**src/verilog/ctp_pkg.sv**
```systemverilog
// How it works
// - Trigger acts on edges in manual modes, on its level otherwise
// - Trigger works only when enable bit set
// - Manual modes: rising edge starts one capture
// - Streaming/auto spectrum: high keeps conversion running
// - Trigger low: finish record, then halt
// - Streaming: busy low while buffers load
// - Streaming: busy high when frame ready
// - Other modes: busy refuses serial access
// - Command done: release port, busy high
// - While busy only escape code aborts capture
// - Alarm outputs follow alarm control settings
// - Alarm outputs unused in streaming mode
// - Over-temperature shutdown drives supply monitor low
// - Reset restores known state, reloads parameters
// - Data output driven only while select low
package ctp_pkg;
  // ----------------------------------------
  // Capture modes
  // ----------------------------------------
  typedef enum logic [1:0] {
    CTP_MODE_MANUAL_TIME = 2'h0,
    CTP_MODE_MANUAL_SPEC = 2'h1,
    CTP_MODE_AUTO_SPEC = 2'h2,
    CTP_MODE_STREAM = 2'h3
  } ctp_mode_t;

  // ----------------------------------------
  // Command codes
  // ----------------------------------------
  localparam logic [15:0] CTP_CMD_CAPTURE = 16'h0800;
  localparam logic [15:0] CTP_CMD_ESCAPE = 16'h00E8;
  localparam int CTP_TRIG_EN_BIT = 12;
  localparam int CTP_ALARM_CTRL_W = 4;
  // Alarm control field positions: enable and polarity per output
  localparam int CTP_ALARM_ONE_EN_POS = 0;
  localparam int CTP_ALARM_ONE_POL_POS = 1;
  localparam int CTP_ALARM_TWO_EN_POS = 2;
  localparam int CTP_ALARM_TWO_POL_POS = 3;
  // Reset value of the parameter load counter
  localparam logic [3:0] CTP_LOAD_RST = 4'h0;
endpackage

```
**src/verilog/ctp_trig_if.sv**
```systemverilog
`timescale 1ns/1ps
// Carries the qualified trigger events from the detector to the core
interface ctp_trig_if;
  logic rise; // Qualified rising edge pulse
  logic level; // Qualified trigger level
  modport src (output rise, output level);
  modport dst (input rise, input level);
endinterface

```
**src/verilog/ctp_trig_det.sv**
```systemverilog
`timescale 1ns/1ps
// Edge detector for the external trigger pin
module ctp_trig_det
  import ctp_pkg::*;
(
  input wire logic i_core_clk,
  input wire logic i_rst,
  input wire logic i_trig,
  input wire logic i_trig_en,
  ctp_trig_if.src trig
);
  // ----------------------------------------
  // State
  // ----------------------------------------
  typedef struct packed {
    logic prev; // Last sampled pin level
    logic rise; // Registered rising edge
  } ctp_det_t;

  ctp_det_t st_ff;
  ctp_det_t nxt_st;

  // Next state: only a transition produces an event
  always_comb begin
    nxt_st = st_ff;
    nxt_st.prev = i_trig;
    nxt_st.rise = i_trig_en & i_trig & ~st_ff.prev;
  end

  // Register
  always_ff @(posedge i_core_clk) begin
    if (i_rst) begin
      st_ff <= '0;
    end else begin
      st_ff <= nxt_st;
    end
  end

  assign trig.rise = st_ff.rise;
  assign trig.level = i_trig_en & st_ff.prev;
endmodule

```
**src/verilog/ctp_core.sv**
```systemverilog
`timescale 1ns/1ps
// Trigger, busy, alarm and supply monitor pin control
module ctp_core
  import ctp_pkg::*;
#(
  parameter int LOAD_CYCLES = 8 // Cycles spent reloading stored parameters
)
(
  input wire logic i_core_clk,
  input wire logic i_rst,
  input wire logic i_trig,
  input wire logic [15:0] i_misc_ctrl,
  input wire logic [1:0] i_mode,
  input wire logic i_cmd_valid,
  input wire logic [15:0] i_cmd_data,
  input wire logic i_exec_done,
  input wire logic i_buf_loading,
  input wire logic i_frame_ready,
  input wire logic i_record_done,
  input wire logic [CTP_ALARM_CTRL_W-1:0] i_alarm_ctrl,
  input wire logic i_alarm_one_event,
  input wire logic i_alarm_two_event,
  input wire logic i_over_temp,
  input wire logic i_cs_n,
  input wire logic i_dout_data,
  output logic o_busy,
  output logic o_spi_allow,
  output logic o_capture_start,
  output logic o_abort,
  output logic o_convert,
  output logic o_param_load,
  output logic o_alarm_output_one,
  output logic o_alarm_output_two,
  output logic o_supply_monitor_output,
  output logic o_dout,
  output logic o_dout_oe
);
  // ----------------------------------------
  // Trigger detector
  // ----------------------------------------
  // Pin edge and level, already qualified by the enable bit
  ctp_trig_if trig ();

  ctp_trig_det u_det (
    .i_core_clk(i_core_clk),
    .i_rst(i_rst),
    .i_trig(i_trig),
    .i_trig_en(i_misc_ctrl[CTP_TRIG_EN_BIT]),
    .trig(trig)
  );

  // ----------------------------------------
  // State
  // ----------------------------------------
  // One-hot control states; any other code falls back to a reload
  typedef enum logic [3:0] {
    ST_LOAD = 4'b0001, // Reloading stored parameters
    ST_IDLE = 4'b0010, // Port free
    ST_EXEC = 4'b0100, // Command or capture running
    ST_RUN = 4'b1000 // Continuous conversion
  } ctp_state_t;

  // All core registers in one word, reset together; cleared except state to ST_LOAD and vddm high
  typedef struct packed {
    ctp_state_t state;
    logic [3:0] load_cnt; // Parameter load counter
    logic stopping; // Finishing last record
    logic busy; // Busy pin level
    logic start; // Capture start pulse
    logic abort; // Abort pulse
    logic alarm_one; // Alarm output one
    logic alarm_two; // Alarm output two
    logic vddm; // Supply monitor level
    logic dout; // Registered data out
  } ctp_core_t;

  ctp_core_t st_ff;
  ctp_core_t nxt_st;

  // Mode decode shared by the next-state logic and the outputs
  logic stream_mode; // Streaming selected
  logic cont_mode; // Level-gated modes
  logic manual_go; // Capture requested in manual modes
  logic [3:0] load_last; // Final load count

  // Streaming and automatic spectrum are gated by the trigger level;
  // the manual modes take a command or a qualified edge instead
  assign stream_mode = (ctp_mode_t'(i_mode) == CTP_MODE_STREAM);
  assign cont_mode = stream_mode | (ctp_mode_t'(i_mode) == CTP_MODE_AUTO_SPEC);
  assign manual_go = (i_cmd_valid & (i_cmd_data == CTP_CMD_CAPTURE)) | trig.rise;
  assign load_last = 4'(LOAD_CYCLES - 1);

  // Alarm pin drive from enable and polarity fields
  function automatic logic alm_drive(input logic ev, input logic en, input logic pol);
    alm_drive = en & (ev ^ pol);
  endfunction

  // ----------------------------------------
  // Next state
  // ----------------------------------------
  always_comb begin
    nxt_st = st_ff;
    // Start and abort pulses last a single cycle
    nxt_st.start = 1'b0;
    nxt_st.abort = 1'b0;
    case (st_ff.state)
      ST_LOAD: begin
        // Hold busy until stored parameters are back
        nxt_st.busy = 1'b0;
        if (st_ff.load_cnt == load_last) begin
          nxt_st.state = ST_IDLE;
          nxt_st.busy = 1'b1;
        end else begin
          nxt_st.load_cnt = st_ff.load_cnt + 4'h1;
        end
      end
      ST_IDLE: begin
        // Port free; wait for a capture request
        nxt_st.busy = 1'b1;
        if (cont_mode) begin
          // Level-gated modes: edges and capture commands start nothing here
          if (trig.level) begin
            nxt_st.state = ST_RUN;
            nxt_st.stopping = 1'b0;
            // Auto spectrum is busy while running; streaming has no frame yet
            nxt_st.busy = 1'b0;
          end
        end else if (manual_go) begin
          // Manual modes: one record per request
          nxt_st.state = ST_EXEC;
          nxt_st.start = 1'b1;
          nxt_st.busy = 1'b0;
        end
      end
      ST_EXEC: begin
        // Busy; only the escape code is honoured
        // A second capture request is dropped while this one runs
        if (i_cmd_valid & (i_cmd_data == CTP_CMD_ESCAPE)) begin
          nxt_st.abort = 1'b1;
          nxt_st.state = ST_IDLE;
          nxt_st.busy = 1'b1;
        end else if (i_exec_done) begin
          nxt_st.state = ST_IDLE;
          nxt_st.busy = 1'b1;
        end
      end
      ST_RUN: begin
        // Keep converting while the trigger is high
        if (!trig.level) begin
          nxt_st.stopping = 1'b1;
        end
        // Stop only at a record boundary, so the last record is whole
        if ((st_ff.stopping | ~trig.level) & i_record_done) begin
          nxt_st.state = ST_IDLE;
          nxt_st.stopping = 1'b0;
        end
        // Streaming: the busy pin doubles as data ready
        if (stream_mode) begin
          if (i_buf_loading) begin
            nxt_st.busy = 1'b0;
          end else if (i_frame_ready) begin
            nxt_st.busy = 1'b1;
          end
        end else begin
          // Auto spectrum: port closed until the run ends
          nxt_st.busy = 1'b0;
        end
      end
      default: begin
        // Unknown state code: recover through a reload
        nxt_st.state = ST_LOAD;
      end
    endcase
    // Alarm pins idle in streaming mode
    if (stream_mode) begin
      nxt_st.alarm_one = 1'b0;
      nxt_st.alarm_two = 1'b0;
    end else begin
      nxt_st.alarm_one = alm_drive(i_alarm_one_event, i_alarm_ctrl[CTP_ALARM_ONE_EN_POS],
                                   i_alarm_ctrl[CTP_ALARM_ONE_POL_POS]);
      nxt_st.alarm_two = alm_drive(i_alarm_two_event, i_alarm_ctrl[CTP_ALARM_TWO_EN_POS],
                                   i_alarm_ctrl[CTP_ALARM_TWO_POL_POS]);
    end
    // Monitor pin is low only during thermal shutdown
    nxt_st.vddm = ~i_over_temp;
    // Data bit is registered; the enable below decides if it reaches the pin
    nxt_st.dout = i_dout_data;
  end

  // ----------------------------------------
  // Register
  // ----------------------------------------
  always_ff @(posedge i_core_clk) begin
    if (i_rst) begin
      st_ff <= '0;
      st_ff.state <= ST_LOAD;
      st_ff.load_cnt <= CTP_LOAD_RST;
      // Monitor idles high, so reset never looks like a shutdown
      st_ff.vddm <= 1'b1;
    end else begin
      st_ff <= nxt_st;
    end
  end

  // ----------------------------------------
  // Outputs
  // ----------------------------------------
  assign o_busy = st_ff.busy;
  // Serial port is open when ready, or at any time while streaming runs
  assign o_spi_allow = st_ff.busy | (st_ff.state == ST_RUN && stream_mode);
  assign o_capture_start = st_ff.start;
  assign o_abort = st_ff.abort;
  // Handshake outputs decode the state directly
  assign o_convert = (st_ff.state == ST_RUN);
  assign o_param_load = (st_ff.state == ST_LOAD);
  assign o_alarm_output_one = st_ff.alarm_one;
  assign o_alarm_output_two = st_ff.alarm_two;
  assign o_supply_monitor_output = st_ff.vddm;
  assign o_dout = st_ff.dout;
  // Enable follows chip select alone, so the data pin floats when deselected
  assign o_dout_oe = ~i_cs_n;
endmodule

```
**config.mk**
```make
export PLATFORM = sky130hd
export DESIGN_NAME = ctp_core
export DESIGN_NICKNAME = d
export VERILOG_FILES = /design/src/verilog/ctp_pkg.sv /design/src/verilog/ctp_trig_if.sv /design/src/verilog/ctp_trig_det.sv /design/src/verilog/ctp_core.sv
export SDC_FILE = /design/constraint.sdc
export NUM_CORES = 1
export LEC_CHECK = 0
export ABC_AREA = 1
export BUFFER_PORTS_ARGS = -buffer_cell sky130_fd_sc_hd__buf_2
export CAP_MARGIN = 20
export CORE_AREA = 2 2 50 52
export CTS_CLUSTER_DIAMETER = 200
export DETAILED_ROUTE_END_ITERATION = 16
export DIE_AREA = 0 0 52 54
export GPL_TIMING_DRIVEN = 0
export PLACE_DENSITY = 0.79
export SETUP_SLACK_MARGIN = 0.2
export SLEW_MARGIN = 10
export SYNTH_ARGS = -nofsm -noshare
export SYNTH_HDL_FRONTEND = slang
export SYNTH_HIERARCHICAL = 1
export SYNTH_SLANG_ARGS = --single-unit
```
**constraint.sdc**
```tcl
create_clock -name i_core_clk -period 2.78 [get_ports i_core_clk]
set_clock_uncertainty 0.2 [all_clocks]
set_input_delay 0.139 -clock i_core_clk [delete_from_list [all_inputs] [get_ports i_core_clk]]
set_output_delay 0.139 -clock i_core_clk [all_outputs]
set_load 0.01 [all_outputs]
```
==> impl_metrics.toml <==
[floorplan]
pin_count = 62
fp.dieW_um = 52
die_height_um = 54
fp.dieArea_um2 = 2808
rows = 18
start_util = 0.4202
core_area_um2 = 2320

[worst_setup_path]
critPathKind = "input pin to flop"
start_kind = "input pin"
critPathMaxStageDelay_ps = 620
reg2reg_from = "st_ff[8]$_SDFFE_PP0P_"
cp_max_fo = 3
cp_slowest_cell = "dlygate4sd3_1"
crit_path_end_kind = "flop"
crit_required_ps = 2780
crit_chain = "dlygate4sd3_1 > buf_2 > nor3_1 > dlygate4sd3_1 > nand3_2 > a21oi_2 > nand3_1 > nand3_1 > inv_1"
worstSetupStartpoint = "i_cmd_data[2]"
ff2ff_setup_slack_ps = 1130
reg2regPathDepth = 10
worstPathArrival_ps = 2120
rr_endpoint = "st_ff[13]$_SDFFE_PP0P_"

[global_routing]
grt-ovfl-total = 0
grt_max_degree = 11
grt_antenna_before_repair = 0
grt_usage = 0.1849
grt_pass1_vias = 999
grt_pass1_wl_um = 3836

[final_layout]
regArea_um2 = 360.3
syn2layout_area_growth_pct = 45.57
mostFrequentLayoutCell = "buf_2"
regMostFlops = "st_ff"
multi_input_area_um2 = 505.5
drive_above_1_share = 0.3286
n_fill_cell = 216
largest_reg_flops = 9
antennaDiodeCount = 0
final_cell_mix = "buf_2, nand2_1, nor2_1"
layout.nets = 266

[outcome]
status = "finished clean"

[power]
p_int_mw = 0.5075
p_comb_frac = 0.396
powerDensity_nw_per_um2 = 561.7
switchingPower_mw = 0.2895
leakagePower_nw = 0.7333
clkPwrFrac = 0.199
p_sw_frac = 0.3632
pwr-share-seq = 0.405
vdd_ir_drop_max_v = 0.0004288

[sta]
setup_viol = 0
final_hold_viol_count = 0
tns_ps = 0
fin_crit_ps = 2116
whs_ps = 22.61
rsz0062_at_grt = "no"
timing.final.crit_share = 0.7611
drv_slew = 0
worst_pin_slew_ps = 436.8
max-slew-margin-rel = 0.7088
max_freq_ghz = 0.4726

[hold_path]
hold_end = "o_abort$_SDFF_PP0_"
hold_class = "input pin to flop"
whs_path_depth = 6
hp-start = "i_cmd_data[12]"

[cts]
cts_tree = "done"
clock_sinks = 18
clkTransAtPathRegs_ps = 100
root_buffer = "clkbuf_4"
clock_latency_ps = 290
hold_buffers = 14
cts_max_path_buffers = 2
post_cts_buffers = 0
post_cts_resized = 0
cts_buffers = 3
cts_max_level = 1

[yosys]
yosysWarnings = 6
ys_ff_latch = 18
yosysTopAreaCell = "dfxtp_1"
synth.net_count = 201
synth.distinct_cells = 24
netlist_instances = 149
syn_area_um2 = 974.7
syn_area_per_cell_um2 = 6.542
synthTopCellsByArea = "dfxtp_1, nand2_1, nor2_1"
synth_top_cell_area_share = 0.3697
ys_seq_area_frac = 0.3697

[drt]
detail-route-antenna-nets = 0
drt-initial-drc-count = 14
routedWlPerCell_um = 8.774
vias = 1071
drc = 0
vias_per_cell = 4.407
drt_wl_total_um = 2132
first_pass_iters = 4

[placed_design]
io_buffer_count = 46
hpwlAfterDp_um = 1605
gp_congestion = 0.7762

[run]
cap_violations = 0
## worst max-delay path, delay by kind of cell
kind,cells,cell delay [ps]
buffers and inverters,4,1330
AND/OR/NAND/NOR,4,470
AO/OA/AOI/OAI,1,170
## how the worst max path moves through the flow
stage | endpoint | slack [ps] | cells past startpoint
6_report | st_ff[13]$_SDFFE_PP0P_ | 660 | 9
5_1_grt | st_ff[13]$_SDFFE_PP0P_ | 570 | 9
4_1_cts | st_ff[13]$_SDFFE_PP0P_ | 740 | 9
3_5_place_dp | st_ff[13]$_SDFFE_PP0P_ | 1150 | 10
3_3_place_gp | st_ff[13]$_SDFFE_PP0P_ | 1170 | 10
2_1_floorplan | st_ff[13]$_SDFFE_PP0P_ | 1300 | 10
## power by group through the flow
| stage | combinational [mW] | clock, mW | sequential [mW] |
|---|---|---|---|
| floorplan | 0.214 | 0 | 0.329 |
| global placement | 0.299 | 0 | 0.327 |
| detailed placement | 0.302 | 0 | 0.328 |
| CTS | 0.318 | 0.162 | 0.323 |
| global route | 0.367 | 0.179 | 0.328 |
| finish | 0.315 | 0.159 | 0.323 |
## synthesized netlist by cell type
cell      instances
nand2_2           1
nand2_4           1
a21oi_2           2
nand4_1           1
nor3_1            3
inv_2             7
nor2_1           25
a21oi_1           4
a211oi_1          2
o21ai_1           1
or2_1             1
nand3_1           6
nor3b_2           1
nand3_2           2
nand2_1          35
ha_1              1
o21ai_0           7
dfxtp_1          18
o211ai_1          1
nor2_2            5
nor3_4            1
inv_1            21
clkbuf_1          1
a31oi_1           2
## kinds of logic after synthesis
kind of cell | Yosys count | synth area share
and+or+nand+nor | 82 | 0.3903
adders and majority gates | 1 | 0.01283
AOI/OAI and AO/OA | 19 | 0.1155
buffers and inverters | 29 | 0.1117
DFF | 18 | 0.3697
## layout make-up
type,instances,area share
buffer,1,0.002646
sequential,18,0.2540
tap,30,0.02646
inverter,28,0.07407
clock buffer,4,0.02557
timing repair buffer,60,0.2610
multi-input combinational,102,0.3563
## metrics by stage
step,setup slack (ps),cell area [µm²],total power [mW],util,std cells
3_3_place_gp,1173,1242,0.6268,0.5356,225
4_1_cts,735.1,1419,0.8024,0.6117,243
6_report,664.2,1419,0.7970,0.6117,243
2_1_floorplan,1299,974.7,0.5427,-,149
3_5_place_dp,1153,1242,0.6303,0.5356,225
5_1_grt,568.0,1419,0.8740,0.6117,243
## metal layers
layer  part of all wire  global-route usage  vias up
met1               0.45              0.2279      453
li1                   -                   -      593
met5                  0                   0        -
met2               0.49              0.3017       20
met3              0.031             0.02500        5
met4              0.024              0.1228        0
Note: power is estimated with default switching activity, not from simulation.
